`config.mk`:
```
export PLATFORM = sky130hd
export DESIGN_NAME = ebb_bridge
export DESIGN_NICKNAME = d
export VERILOG_FILES = /design/src/hw/ebb_pkg.sv /design/src/hw/ebb_tmr_if.sv /design/src/hw/ebb_bridge.sv /design/src/hw/ebb_rdy_timer.sv /design/src/hw/ebb_sync.sv
export VERILOG_INCLUDE_DIRS = /design/src /design/src/hw
export SDC_FILE = /design/constraint.sdc
export NUM_CORES = 1
export LEC_CHECK = 0
export ABC_AREA = 0
export BUFFER_PORTS_ARGS = -buffer_cell sky130_fd_sc_hd__clkbuf_2
export CORE_UTILIZATION = 59
export CTS_CLUSTER_DIAMETER = 120
export CTS_CLUSTER_SIZE = 24
export DETAILED_ROUTE_END_ITERATION = 10
export PLACE_DENSITY = 0.86
export SLEW_MARGIN = 0
export SYNTH_ARGS = -nofsm -noshare
export SYNTH_HDL_FRONTEND = slang
export SYNTH_SLANG_ARGS = --single-unit
export TNS_END_PERCENT = 1
```
`constraint.sdc`:
```
create_clock -name ref_clk -period 10.4 [get_ports ref_clk]
set_input_delay 2.08 -clock ref_clk [delete_from_list [all_inputs] [get_ports ref_clk]]
set_output_delay 2.08 -clock ref_clk [all_outputs]
set_load 0.1 [all_outputs]
```
`src/hw/ebb_regs.svh`:
```
// Purpose: Named constants for the peripheral bus bridge
// Assumes: 250 MHz ref_clk, times given in picoseconds
// Notes: Cycle counts are derived here from the printed times
`ifndef EBB_REGS_SVH
`define EBB_REGS_SVH

// Clock period and peripheral timing, in ps
`define EBB_CLK_PS 4000
`define EBB_ADDR_SETUP_PS 6000
`define EBB_STRB_WIDTH_PS 15000
`define EBB_CYCLE_PS 30000
`define EBB_RDY_VALID_PS 10000
`define EBB_MAX_RDY_PS 50000

// Least times round up, longest times round down
`define EBB_CEIL(t) (((t) + `EBB_CLK_PS - 1) / `EBB_CLK_PS)
`define EBB_SETUP_CYC `EBB_CEIL(`EBB_ADDR_SETUP_PS)
`define EBB_STRB_CYC `EBB_CEIL(`EBB_STRB_WIDTH_PS)
`define EBB_RECOV_CYC `EBB_CEIL(`EBB_CYCLE_PS - `EBB_STRB_WIDTH_PS)
`define EBB_RDY_VALID_CYC `EBB_CEIL(`EBB_RDY_VALID_PS)
`define EBB_MAX_RDY_CYC (`EBB_MAX_RDY_PS / `EBB_CLK_PS)
`define EBB_SYNC_PHASE_CYC 1

// Device select field in the AXI address
`define EBB_DEV_LSB 28
`define EBB_DEV_W 2

// Byte lanes of the data word
`define EBB_LANES 4
`define EBB_BYTE_W 8
`define EBB_AXI_DW 32

// Pin levels while idle and after reset
`define EBB_CS_REST 1'b1
`define EBB_ADS_REST 1'b0
`define EBB_RNW_REST 1'b1
`define EBB_STRB_REST 1'b1
`define EBB_BURST_REST 1'b0

`endif

```
`src/hw/ebb_pkg.sv`:
```
// Purpose: Types shared by the bridge modules
// Assumes: Constants live in ebb_regs.svh
// Notes: Binary state codes are written out
package ebb_pkg;

  // Access state machine
  typedef enum logic [2:0] {
    ST_IDLE  = 3'h0,
    ST_SETUP = 3'h1,
    ST_GAP   = 3'h2,
    ST_STRB  = 3'h3,
    ST_RECOV = 3'h4,
    ST_RESP  = 3'h5
  } ebb_state_e;

  // AXI response codes
  typedef enum logic [1:0] {
    RESP_OKAY   = 2'h0,
    RESP_SLVERR = 2'h2,
    RESP_DECERR = 2'h3
  } ebb_resp_e;

  // Peripheral data width codes
  typedef enum logic [1:0] {
    PW_8  = 2'h0,
    PW_16 = 2'h1,
    PW_32 = 2'h2
  } ebb_pw_e;

endpackage : ebb_pkg

```
`src/hw/ebb_tmr_if.sv`:
```
// Purpose: Link between access sequencer and ready timer
// Assumes: Both ends on ref_clk
// Notes: start and stop are one-cycle pulses
interface ebb_tmr_if;
  logic start;    // Strobe just went active
  logic stop;     // Strobe phase left
  logic rdy;      // Synchronised ready level
  logic rv_over;  // Ready-valid period passed without ready
  logic timeout;  // Maximum wait passed without ready

  // Sequencer side
  modport ctl (output start, output stop, output rdy,
               input rv_over, input timeout);
  // Timer side
  modport tmr (input start, input stop, input rdy,
               output rv_over, output timeout);
endinterface : ebb_tmr_if

```
`src/hw/ebb_bridge.sv`:
```
// Purpose: AXI4-Lite slave to external peripheral bus bridge
// Assumes: AXI on ref_clk; peripheral pins asynchronous
// Notes: Peripheral data bus is labelled big-endian [0:31]
// Function
// - Active-low chip select, high after reset
// - Active-high address strobe, low after reset
// - Sync mode read-not-write output, rests high
// - Async mode separate low read, write strobes
// - Active-high burst output, low after reset
// - Peripheral stretches access through ready input
// - FIFO access keeps address fixed
// - FIFO sub-transfers never advance the address
// - Ready wait timeout aborts with slave error
// - Finish cycle after ready seen, or on timeout or reset abort
// - Every narrow sub-transfer checks ready again
// - Both ready counters start at strobe edge
// - Late ready waits until maximum wait
// - Reset returns access machine to idle
// - Data bus bit 0 is most significant
// - Narrow peripherals use lanes from bit 0
// - Separate address and data: strobe stays low
// - Read-not-write high for read, low write
// - Byte enables are active high
// - Sync multiplexed access asserts select twice
`include "ebb_regs.svh"

module ebb_bridge
  import ebb_pkg::*;
#(
  parameter int NUM_DEV = 4,
  parameter int PA_WIDTH = 16,
  parameter int AD_WIDTH = 32
)(
  // Clock, reset, enable
  input wire logic ref_clk,
  input wire logic rstn,
  input wire logic clk_en,
  // AXI4-Lite write channels
  input wire logic [31:0] s_axi_awaddr,
  input wire logic s_axi_awvalid,
  output logic s_axi_awready,
  input wire logic [31:0] s_axi_wdata,
  input wire logic [3:0] s_axi_wstrb,
  input wire logic s_axi_wvalid,
  output logic s_axi_wready,
  output logic [1:0] s_axi_bresp,
  output logic s_axi_bvalid,
  input wire logic s_axi_bready,
  // AXI4-Lite read channels
  input wire logic [31:0] s_axi_araddr,
  input wire logic s_axi_arvalid,
  output logic s_axi_arready,
  output logic [31:0] s_axi_rdata,
  output logic [1:0] s_axi_rresp,
  output logic s_axi_rvalid,
  input wire logic s_axi_rready,
  // Per-device configuration
  input wire logic [NUM_DEV-1:0] cfg_sync_mode,
  input wire logic [NUM_DEV-1:0] cfg_mux_mode,
  input wire logic [NUM_DEV-1:0] cfg_width_match,
  input wire logic [NUM_DEV-1:0][1:0] cfg_periph_width,
  input wire logic cfg_fifo_en,
  input wire logic [PA_WIDTH-1:0] cfg_fifo_addr,
  // Status
  output logic busy,
  output logic late_ready,
  // Peripheral pins
  input wire logic prh_clk,
  input wire logic prh_rst,
  input wire logic prh_rdy,
  input wire logic [0:AD_WIDTH-1] prh_data_i,
  output logic [NUM_DEV-1:0] prh_cs_n,
  output logic [PA_WIDTH-1:0] prh_addr,
  output logic prh_ads,
  output logic [0:`EBB_LANES-1] periph_byte_enables,
  output logic prh_rnw,
  output logic prh_rd_n,
  output logic prh_wr_n,
  output logic prh_burst,
  output logic [0:AD_WIDTH-1] prh_data_o,
  output logic prh_data_oe
);

  localparam int SW = AD_WIDTH + 3;
  localparam int BW = `EBB_BYTE_W;

  initial
  begin
    if (NUM_DEV < 1 || NUM_DEV > 4)
      $error("ebb_bridge: NUM_DEV must be 1 to 4");
    if (AD_WIDTH != `EBB_AXI_DW)
      $error("ebb_bridge: AD_WIDTH must be 32");
    if (PA_WIDTH < 3 || PA_WIDTH > 32)
      $error("ebb_bridge: PA_WIDTH must be 3 to 32");
  end

  // Pin inputs through two flops
  logic [SW-1:0] sync_q;  // Synchronised pin levels
  ebb_sync #(.W(SW)) u_sync (
    .ref_clk(ref_clk),
    .rstn(rstn),
    .clk_en(clk_en),
    .din({prh_clk, prh_rst, prh_rdy, prh_data_i}),
    .dout(sync_q)
  );
  wire pclk_s = sync_q[SW-1];
  wire prst_s = sync_q[SW-2];
  wire rdy_s = sync_q[SW-3];
  wire [0:AD_WIDTH-1] din_s = sync_q[AD_WIDTH-1:0];

  // Ready counters
  ebb_tmr_if tif ();
  ebb_rdy_timer #(
    .RV_CYC(`EBB_RDY_VALID_CYC),
    .MAX_CYC(`EBB_MAX_RDY_CYC)
  ) u_tmr (
    .ref_clk(ref_clk),
    .rstn(rstn),
    .clk_en(clk_en),
    .t(tif)
  );

  // Sequencer state
  ebb_state_e st_r, st_nxt;         // Access state
  logic [7:0] cnt_r, cnt_nxt;       // Phase counter
  logic [1:0] beat_r, beat_nxt;     // Sub-transfer index
  logic [1:0] dev_r, dev_nxt;       // Addressed device
  logic rnw_r, rnw_nxt;             // Read access
  logic [PA_WIDTH-1:0] addr_r, addr_nxt;
  logic [31:0] wdata_r, wdata_nxt;
  logic [3:0] wstrb_r, wstrb_nxt;
  logic fifo_r, fifo_nxt;           // FIFO address hit
  logic [31:0] rdata_r, rdata_nxt;
  ebb_resp_e resp_r, resp_nxt;
  logic pclk_d_r;                   // Previous sync'd link clock
  logic late_nxt;

  // Link clock rising edge paces sync mode
  wire pclk_rise = pclk_s & ~pclk_d_r;

  // Configuration of the current and next device
  wire sync_c = cfg_sync_mode[dev_r];
  wire sync_n = cfg_sync_mode[dev_nxt];
  wire mux_c = cfg_mux_mode[dev_r];
  wire mux_n = cfg_mux_mode[dev_nxt];
  wire [1:0] pw_c = cfg_periph_width[dev_r];
  wire [1:0] pw_n = cfg_periph_width[dev_nxt];
  wire tick = sync_c ? pclk_rise : 1'b1;

  // Bytes per sub-transfer
  wire [2:0] w_c = (pw_c == PW_8) ? 3'h1 : (pw_c == PW_16) ? 3'h2 : 3'h4;
  wire [2:0] w_n = (pw_n == PW_8) ? 3'h1 : (pw_n == PW_16) ? 3'h2 : 3'h4;
  // Last sub-transfer index with width matching on
  wire [1:0] last_c = !cfg_width_match[dev_r] ? 2'h0 :
                      (pw_c == PW_8) ? 2'h3 :
                      (pw_c == PW_16) ? 2'h1 : 2'h0;
  wire [1:0] last_n = !cfg_width_match[dev_nxt] ? 2'h0 :
                      (pw_n == PW_8) ? 2'h3 :
                      (pw_n == PW_16) ? 2'h1 : 2'h0;

  // Phase lengths in ticks
  wire [7:0] setup_len = sync_c ? 8'(`EBB_SYNC_PHASE_CYC) :
                                  8'(`EBB_SETUP_CYC);
  wire [7:0] strb_len = sync_c ? 8'(`EBB_SYNC_PHASE_CYC) :
                                 8'(`EBB_STRB_CYC);
  wire [7:0] recov_len = sync_c ? 8'(`EBB_SYNC_PHASE_CYC) :
                                  8'(`EBB_RECOV_CYC);

  // Request decode
  wire [1:0] aw_dev = s_axi_awaddr[`EBB_DEV_LSB +: `EBB_DEV_W];
  wire [1:0] ar_dev = s_axi_araddr[`EBB_DEV_LSB +: `EBB_DEV_W];
  wire take_w = s_axi_awvalid & s_axi_wvalid;
  wire take_r = s_axi_arvalid & ~take_w;
  wire [1:0] req_dev = take_w ? aw_dev : ar_dev;
  wire [PA_WIDTH-1:0] req_addr = take_w ? s_axi_awaddr[PA_WIDTH-1:0] :
                                          s_axi_araddr[PA_WIDTH-1:0];
  wire req_ok = (32'(req_dev) < 32'(NUM_DEV));
  wire start_ok = (st_r == ST_IDLE) & (take_w | take_r);

  // Strobe phase outcome
  wire strb_done = (cnt_r >= strb_len);
  wire rdy_hit = strb_done & rdy_s & tick;
  wire abort = tif.timeout | prst_s;

  // Byte offsets of current and next sub-transfer
  wire [2:0] base_c = 3'(beat_r * w_c);
  wire [2:0] base_n = 3'(beat_nxt * w_n);
  logic [31:0] rd_merge;  // Read word with this beat's lanes merged

  // Read lanes land at their big-endian AXI byte position
  genvar j;
  generate
    for (j = 0; j < `EBB_LANES; j++)
    begin : g_rd
      wire [2:0] off = 3'(j) - base_c;
      wire hit = (3'(j) >= base_c) && (off < w_c);
      assign rd_merge[BW*(`EBB_LANES-1-j) +: BW] =
        hit ? din_s[BW*off[1:0] +: BW] :
              rdata_r[BW*(`EBB_LANES-1-j) +: BW];
    end
  endgenerate

  // Next-state logic of the access sequencer
  always_comb
  begin
    st_nxt = st_r;
    cnt_nxt = cnt_r;
    beat_nxt = beat_r;
    dev_nxt = dev_r;
    rnw_nxt = rnw_r;
    addr_nxt = addr_r;
    wdata_nxt = wdata_r;
    wstrb_nxt = wstrb_r;
    fifo_nxt = fifo_r;
    rdata_nxt = rdata_r;
    resp_nxt = resp_r;
    late_nxt = late_ready;
    case (st_r)
      ST_IDLE:
      begin
        // Capture a request; writes take precedence
        if (start_ok)
        begin
          dev_nxt = req_dev;
          rnw_nxt = ~take_w;
          addr_nxt = req_addr;
          wdata_nxt = s_axi_wdata;
          wstrb_nxt = s_axi_wstrb;
          fifo_nxt = cfg_fifo_en & (req_addr == cfg_fifo_addr);
          rdata_nxt = '0;
          beat_nxt = 2'h0;
          cnt_nxt = 8'h00;
          late_nxt = 1'b0;
          resp_nxt = req_ok ? RESP_OKAY : RESP_DECERR;
          st_nxt = req_ok ? ST_SETUP : ST_RESP;
        end
      end
      ST_SETUP:
      begin
        // Address phase
        if (tick)
          cnt_nxt = cnt_r + 8'h01;
        if (tick && cnt_nxt >= setup_len)
        begin
          cnt_nxt = 8'h00;
          st_nxt = mux_c ? ST_GAP : ST_STRB;
        end
      end
      ST_GAP:
      begin
        // Select drops between address and data phases
        if (tick)
          st_nxt = ST_STRB;
      end
      ST_STRB:
      begin
        // Hold until ready, or give up at the maximum wait
        if (tick && !strb_done)
          cnt_nxt = cnt_r + 8'h01;
        if (abort)
        begin
          resp_nxt = RESP_SLVERR;
          cnt_nxt = 8'h00;
          st_nxt = ST_RECOV;
        end
        else if (rdy_hit)
        begin
          if (rnw_r)
            rdata_nxt = rd_merge;
          late_nxt = late_ready | tif.rv_over;
          cnt_nxt = 8'h00;
          st_nxt = ST_RECOV;
        end
      end
      ST_RECOV:
      begin
        // Recovery, then next sub-transfer or answer
        if (tick)
          cnt_nxt = cnt_r + 8'h01;
        if (tick && cnt_nxt >= recov_len)
        begin
          cnt_nxt = 8'h00;
          if (beat_r != last_c && resp_r == RESP_OKAY)
          begin
            beat_nxt = beat_r + 2'h1;
            st_nxt = ST_SETUP;
          end
          else
            st_nxt = ST_RESP;
        end
      end
      ST_RESP:
      begin
        // Answer held until the master takes it
        if ((rnw_r && s_axi_rready) || (!rnw_r && s_axi_bready))
          st_nxt = ST_IDLE;
      end
      default:
        st_nxt = ST_IDLE;
    endcase
  end

  // Pin levels decoded from the next state
  wire act_n = (st_nxt == ST_SETUP) | (st_nxt == ST_GAP) |
               (st_nxt == ST_STRB) | (st_nxt == ST_RECOV);
  wire cs_on = ((st_nxt == ST_SETUP) | (st_nxt == ST_STRB)) &
               (resp_nxt == RESP_OKAY);
  wire ads_on = (st_nxt == ST_SETUP) & mux_n;
  wire strb_on = (st_nxt == ST_STRB) & ~sync_n;
  wire oe_on = ~rnw_nxt & ((st_nxt == ST_STRB) |
               ((st_nxt == ST_SETUP) & ~mux_n));
  wire burst_on = act_n & (beat_nxt != last_n);
  wire [PA_WIDTH-1:0] paddr_n = fifo_nxt ? addr_nxt :
                                addr_nxt + PA_WIDTH'(base_n);

  // Write lanes and byte enables from big-endian AXI bytes
  logic [0:AD_WIDTH-1] pdo_n;      // Data lanes for next beat
  logic [0:`EBB_LANES-1] pbe_n;    // Byte enables for next beat
  logic [NUM_DEV-1:0] cs_n_n;      // Select pins for next beat
  genvar i;
  generate
    for (i = 0; i < `EBB_LANES; i++)
    begin : g_wr
      wire [2:0] src = base_n + 3'(i);
      wire on = (3'(i) < w_n) & act_n;
      assign pdo_n[BW*i +: BW] = on ?
        wdata_nxt[BW*(`EBB_LANES-1-src[1:0]) +: BW] : '0;
      assign pbe_n[i] = on & wstrb_nxt[`EBB_LANES-1-src[1:0]];
    end
    for (i = 0; i < NUM_DEV; i++)
    begin : g_cs
      assign cs_n_n[i] = ~(cs_on & (dev_nxt == 2'(i)));
    end
  endgenerate

  // Timer handshakes on strobe entry and exit
  assign tif.start = (st_r != ST_STRB) & (st_nxt == ST_STRB);
  assign tif.stop = (st_r == ST_STRB) & (st_nxt != ST_STRB);
  assign tif.rdy = rdy_s;

  // Sequencer registers
  always_ff @(posedge ref_clk)
  begin
    if (!rstn)
    begin
      st_r <= ST_IDLE;
      cnt_r <= 8'h00;
      beat_r <= 2'h0;
      dev_r <= 2'h0;
      rnw_r <= 1'b1;
      addr_r <= '0;
      wdata_r <= '0;
      wstrb_r <= '0;
      fifo_r <= 1'b0;
      rdata_r <= '0;
      resp_r <= RESP_OKAY;
      pclk_d_r <= 1'b0;
      late_ready <= 1'b0;
    end
    else if (clk_en)
    begin
      st_r <= st_nxt;
      cnt_r <= cnt_nxt;
      beat_r <= beat_nxt;
      dev_r <= dev_nxt;
      rnw_r <= rnw_nxt;
      addr_r <= addr_nxt;
      wdata_r <= wdata_nxt;
      wstrb_r <= wstrb_nxt;
      fifo_r <= fifo_nxt;
      rdata_r <= rdata_nxt;
      resp_r <= resp_nxt;
      pclk_d_r <= pclk_s;
      late_ready <= late_nxt;
    end
  end

  // Output registers for pins and AXI answers
  always_ff @(posedge ref_clk)
  begin
    if (!rstn)
    begin
      prh_cs_n <= {NUM_DEV{`EBB_CS_REST}};
      prh_ads <= `EBB_ADS_REST;
      prh_rnw <= `EBB_RNW_REST;
      prh_rd_n <= `EBB_STRB_REST;
      prh_wr_n <= `EBB_STRB_REST;
      prh_burst <= `EBB_BURST_REST;
      prh_addr <= '0;
      periph_byte_enables <= '0;
      prh_data_o <= '0;
      prh_data_oe <= 1'b0;
      s_axi_awready <= 1'b0;
      s_axi_wready <= 1'b0;
      s_axi_arready <= 1'b0;
      s_axi_bvalid <= 1'b0;
      s_axi_rvalid <= 1'b0;
      s_axi_bresp <= RESP_OKAY;
      s_axi_rresp <= RESP_OKAY;
      s_axi_rdata <= '0;
      busy <= 1'b0;
    end
    else if (clk_en)
    begin
      prh_cs_n <= cs_n_n;
      prh_ads <= ads_on;
      prh_rnw <= act_n ? rnw_nxt : `EBB_RNW_REST;
      prh_rd_n <= ~(strb_on & rnw_nxt);
      prh_wr_n <= ~(strb_on & ~rnw_nxt);
      prh_burst <= burst_on;
      prh_addr <= act_n ? paddr_n : '0;
      periph_byte_enables <= pbe_n;
      prh_data_o <= oe_on ? pdo_n : '0;
      prh_data_oe <= oe_on;
      s_axi_awready <= start_ok & take_w;
      s_axi_wready <= start_ok & take_w;
      s_axi_arready <= start_ok & take_r;
      s_axi_bvalid <= (st_nxt == ST_RESP) & ~rnw_nxt;
      s_axi_rvalid <= (st_nxt == ST_RESP) & rnw_nxt;
      s_axi_bresp <= resp_nxt;
      s_axi_rresp <= resp_nxt;
      s_axi_rdata <= rdata_nxt;
      busy <= st_nxt != ST_IDLE;
    end
  end

endmodule : ebb_bridge

```
`src/hw/ebb_rdy_timer.sv`:
```
// Purpose: Ready-valid and maximum-wait counters
// Assumes: start pulses in the cycle the strobe goes active
// Notes: Counts ref_clk cycles in every mode
module ebb_rdy_timer #(
  parameter int RV_CYC = 3,
  parameter int MAX_CYC = 12
)(
  // Clock and control
  input wire logic ref_clk,
  input wire logic rstn,
  input wire logic clk_en,
  // Sequencer link
  ebb_tmr_if.tmr t
);

  localparam int CW = $clog2(MAX_CYC + 1);

  initial
  begin
    if (RV_CYC < 1 || RV_CYC >= MAX_CYC)
      $error("ebb_rdy_timer: need 1 <= RV_CYC < MAX_CYC");
  end

  logic [CW-1:0] cnt_r;  // Ready-low cycles since strobe went active
  logic run_r;           // Counting
  logic rv_over_r;       // Ready late
  logic timeout_r;       // Waited too long

  wire rv_hit = (cnt_r == CW'(RV_CYC - 1));
  wire max_hit = (cnt_r == CW'(MAX_CYC - 1));

  // Both counters start together on the strobe edge
  always_ff @(posedge ref_clk)
  begin
    if (!rstn)
    begin
      cnt_r <= '0;
      run_r <= 1'b0;
      rv_over_r <= 1'b0;
      timeout_r <= 1'b0;
    end
    else if (clk_en)
    begin
      if (t.start)
      begin
        cnt_r <= '0;
        run_r <= 1'b1;
        rv_over_r <= 1'b0;
        timeout_r <= 1'b0;
      end
      else if (t.stop)
        run_r <= 1'b0;
      else if (run_r && !t.rdy)
      begin
        cnt_r <= cnt_r + CW'(1);
        // Late ready keeps the wait going
        if (rv_hit)
          rv_over_r <= 1'b1;
        if (max_hit)
        begin
          timeout_r <= 1'b1;
          run_r <= 1'b0;
        end
      end
    end
  end

  assign t.rv_over = rv_over_r;
  assign t.timeout = timeout_r;

endmodule : ebb_rdy_timer

```
`src/hw/ebb_sync.sv`:
```
// Purpose: Two-flop synchroniser for pins from outside ref_clk
// Assumes: Each bit is an independent level
// Notes: Only the second flop is visible outside
module ebb_sync #(
  parameter int W = 1
)(
  // Clock and control
  input wire logic ref_clk,
  input wire logic rstn,
  input wire logic clk_en,
  // Data
  input wire logic [W-1:0] din,
  output logic [W-1:0] dout
);

  initial
  begin
    if (W < 1) $error("ebb_sync: W must be at least 1");
  end

  genvar i;
  generate
    for (i = 0; i < W; i++)
    begin : g_bit
      logic s1_r; // First stage, read only by s2_r
      logic s2_r; // Second stage

      // Two flops per bit
      always_ff @(posedge ref_clk)
      begin
        if (!rstn)
        begin
          s1_r <= 1'b0;
          s2_r <= 1'b0;
        end
        else if (clk_en)
        begin
          s1_r <= din[i];
          s2_r <= s1_r;
        end
      end
      assign dout[i] = s2_r;
    end
  endgenerate

endmodule : ebb_sync

```
==> results by group <==
Timing
  – Final setup violation count: 0
  – Max Freq: 0.1397 GHz
  – Total Neg Setup Slack: 0 ns
  – Worst Max-Slew Pin Slew: 1.139 ns
  – Slew HR: 24.10%
  – Tcrit/Tclk final: 68.83%
  – Min Clock Period, post-route: 7.159 ns
  – Final Max Slew Viols: 0
  – RSZ-0062 raised after global routing: false
  – Clock Skew: 0.01457 ns
  – Final Hold Fails: 0

Yosys
  – Number of synthesized register bits: 249
  – Ys Warns: 0
  – Compound-Gate Fraction of Synth Area: 15.44%
  – Post-synthesis sequential area ratio: 38.28%
  – Number of synthesized flops with an enable pin: 0
  – Top FF cell, synth: dfxtp_1
  – Post-synthesis mux area share: 16.40%
  – Post-synthesis xor/xnor area fraction: 2.690%
  – Library cells used by synthesis: 84
  – Syn Nets: 1696
  – Synth Instances: 1485
  – Avg Inst Size Synth: 8.769 um^2
  – Largest family of logic cells by synthesized area: simple AND/OR/NAND/NOR gates
  – Mapped Area: 0.01302 mm^2
  – Simple-gate portion of the synthesized area: 20.05%
  – Async set-reset flop share out of synthesis: 0%
  – Post-synthesis adder-cell area fraction: 3.036%

Floorplanning
  – Width of the die: 150.6 um
  – Die Y-Extent: 150.6 um
  – Die Area: 0.02267 mm^2
  – Initial Util: 60.98%
  – Rows: 53
  – IO Pins: 285
  – Core Region: 0.02135 mm^2

Worst setup path
  – Critical path startpoint category: input pin
  – Crit path max fanout: 16
  – Worst R2R Path Depth: 20
  – Reg-to-reg startpoint: dev_r[1]$_SDFFE_PN0P_
  – Critical path endpoint category: flop
  – Worst path required time: 10.83 ns
  – Crit path from: cfg_sync_mode[1]
  – Reg2reg end: prh_data_o[24]$_SDFFE_PN0P_
  – Arr. time, crit path: 7.59 ns
  – Crit path to: prh_data_o[24]$_SDFFE_PN0P_
  – R2R Setup Slk: 4.25 ns
  – Worst setup path class: input pin to flop

Clock network
  – Hold Buf Count CTS: 0
  – Htree depth: 1
  – Num Clock Sinks: 249
  – CTS max path bufs: 3
  – CTS resizes: 0
  – Post-CTS Setup Bufs: 0
  – Clk_lat worst skew: 0.49 ns
  – CTS buffer count: 14
  – Clock slew seen by the registers of the worst setup and hold paths: 0.10 ns
  – Clock root cell: clkbuf_16
  – TritonCTS clock tree: done

Drt
  – Final WL: 35960 um
  – DR vias/cell: 6.127
  – Vias: 11940
  – DRC viols: 0
  – DR WL/cell: 18.45 um
  – First-pass detailed-route iteration total: 5
  – Drt first-iter violations: 1097
  – Routed Antenna Nets: 0

Run status
  – Status: finished, final reports clean

GRT
  – Vias in the first global route: 11430
  – GR peak layer: met2
  – GR Util met2: 52.79%
  – Antenna violations before repair: 1
  – First-pass GRT wire length: 57010 um
  – Largest net degree at the start of global routing: 113
  – Met3 usage: 4.788%
  – GRT Total Usage: 31.17%
  – GR Util met1: 40.13%
  – Overflow after GRT: 0

Pwr
  – PD cells: 144.8 mW/mm^2
  – Total power: 2.133 mW
  – Pleak: 6.254 nW
  – Peak supply drop: 0.1301 mV

Place
  – DPL Wire Length: 25330 um
  – GPL Wtd Cong: 0.9472
  – Port Buffer Count: 256

Cells and area
  – Layout cells sized above 1: 22.30%
  – Post-layout nets: 1884
  – Area grow syn2layout: 13.10%

Hold path
  – Hold WC Path Type: flop to flop

Flow run
  – Max cap viols: 0
registers in the layout (all words and copies together), names as in the netlist, 2 cells and up:
name,flops
u_sync.g_bit.s1_r,35
u_sync.g_bit.s2_r,35
prh_data_o,32
s_axi_rdata,32
wdata_r,32
addr_r,16
prh_addr,16
cnt_r,8
periph_byte_enables,4
prh_cs_n,4
u_tmr.cnt_r,4
wstrb_r,4
st_r,3
beat_r,2
dev_r,2
s_axi_rresp,2
cell type report:
class | count | area (um^2)
multi-input combinational | 1113 | 7515
clock buffer | 15 | 375.4
inverter | 25 | 96.34
timing repair buffer | 270 | 1393
antenna | 1 | 2.502
tap | 275 | 344.1
sequential | 249 | 4985
clock inverter | 1 | 16.27
fill | 1710 | 6626
worst max-delay path, stage by stage:
cell,delay [ns]
clkbuf_2,0.09
mux2_4,0.28
and3_4,0.21
nor2_2,0.41
xnor2_1,0.18
ha_1,0.24
nand2b_1,0.18
o21a_1,0.18
nor2_1,0.11
and3_1,0.29
a211oi_1,0.11
nor3b_1,0.15
a21oi_1,0.33
nor2_1,0.10
ha_1,0.42
inv_1,0.24
nand2_1,0.13
a2111oi_4,0.85
nand2_2,0.48
or3_1,0.44
nand3_1,0.08
worst min path at each step:
stage | startpoint | end | slack [ns] | cells after the start
2_1_floorplan | wdata_r[31]$_SDFFE_PN0P_ | wdata_r[31]$_SDFFE_PN0P_ | 0.44 | 2
3_3_place_gp | wdata_r[31]$_SDFFE_PN0P_ | wdata_r[31]$_SDFFE_PN0P_ | 0.44 | 2
3_5_place_dp | wdata_r[13]$_SDFFE_PN0P_ | wdata_r[13]$_SDFFE_PN0P_ | 0.45 | 2
4_1_cts | wdata_r[13]$_SDFFE_PN0P_ | wdata_r[13]$_SDFFE_PN0P_ | 0.46 | 2
5_1_grt | wdata_r[13]$_SDFFE_PN0P_ | wdata_r[13]$_SDFFE_PN0P_ | 0.48 | 2
6_report | wdata_r[11]$_SDFFE_PN0P_ | wdata_r[11]$_SDFFE_PN0P_ | 0.46 | 2
cells by family (layout without fill, tap and decap cells):
logic type,Yosys count,in the layout
compound gates,299,299
xor+xnor,40,40
fa+ha+maj,31,31
mux,159,159
buf+inv,123,311
other cells,0,1
flops,249,249
simple gates,584,584
cells in the final DEF (no fill, tap or decap), drive strengths merged, types with 8 or more instances in the layout:
cell type and count:
clkbuf 270, dfxtp 249, nor2 244, nand2 179, a21oi 114, mux2i 108, nand3 50, o21ai 49
mux4 42, o22ai 32, a221o 31, ha 30, xnor2 26, nor3 26, inv 25, and2 15
buf 15, xor2 14, and3 14, nor2b 11, a211oi 10, nor4 10, mux2 9, nand2b 8
o311ai 8
metal layers:
layer	up-vias	routed length, um
li1	5665	-
met1	5604	14770
met2	576	17090
met3	96	2912
met4	0	1192
met5	-	0
cell usage after synthesis, drive strengths merged, types with 3 or more instances:
master  number  area, um^2
and3        14       97.59
o22ai       32       206.5
a22oi        3       22.52
nor4        10       68.81
o221ai       3       26.28
xnor2       26       227.7
a21o         4       30.03
nor2       244       918.4
nand2      179       684.4
nor3b        3       22.52
mux2i      108        1081
o21a         3       22.52
nor4b        4       41.29
and2        15       96.34
mux2         9       105.1
o31ai        6       45.04
nand2b       8       50.05
a21oi      114       581.8
dfxtp      249        4985
inv         24       90.08
nor2b       11       68.82
a211oi      10       75.07
mux4        42       949.7
xor2        14       122.6
or2          3       18.77
o311ai       8       70.07
o21ai       49       245.2
or3          6       47.54
a31oi        4       25.02
a311oi       3       26.28
nor3        26       155.1
clkbuf      70       262.8
buf         28       176.4
nand3       50       250.2
a32o         4       40.04
a221o       31       310.3
ha          30       375.4
a21boi       3       22.52
nand4        3       18.77
metrics by stage:
step | area, um^2 | setup WS [ns] | util, % | hold WS [ns] | cells
2_1_floorplan | 13020 | 3.557 | - | 0.4360 | 1485
3_3_place_gp | 14330 | 2.866 | 67.12 | 0.4422 | 1932
3_5_place_dp | 14330 | 2.820 | 67.12 | 0.4489 | 1932
4_1_cts | 14720 | 3.306 | 68.96 | 0.4621 | 1948
5_1_grt | 14720 | 2.829 | 68.96 | 0.4816 | 1948
6_report | 14730 | 3.241 | 68.97 | 0.4612 | 1949
where the power goes:
part	internal, mW	switching, mW	total [mW]
clock	0.263	0.315	0.578
combinational	0.168	0.356	0.524
sequential	0.996	0.0349	1.03
total	1.43	0.707	2.13
No activity file was read; power rests on OpenSTA's default activity.
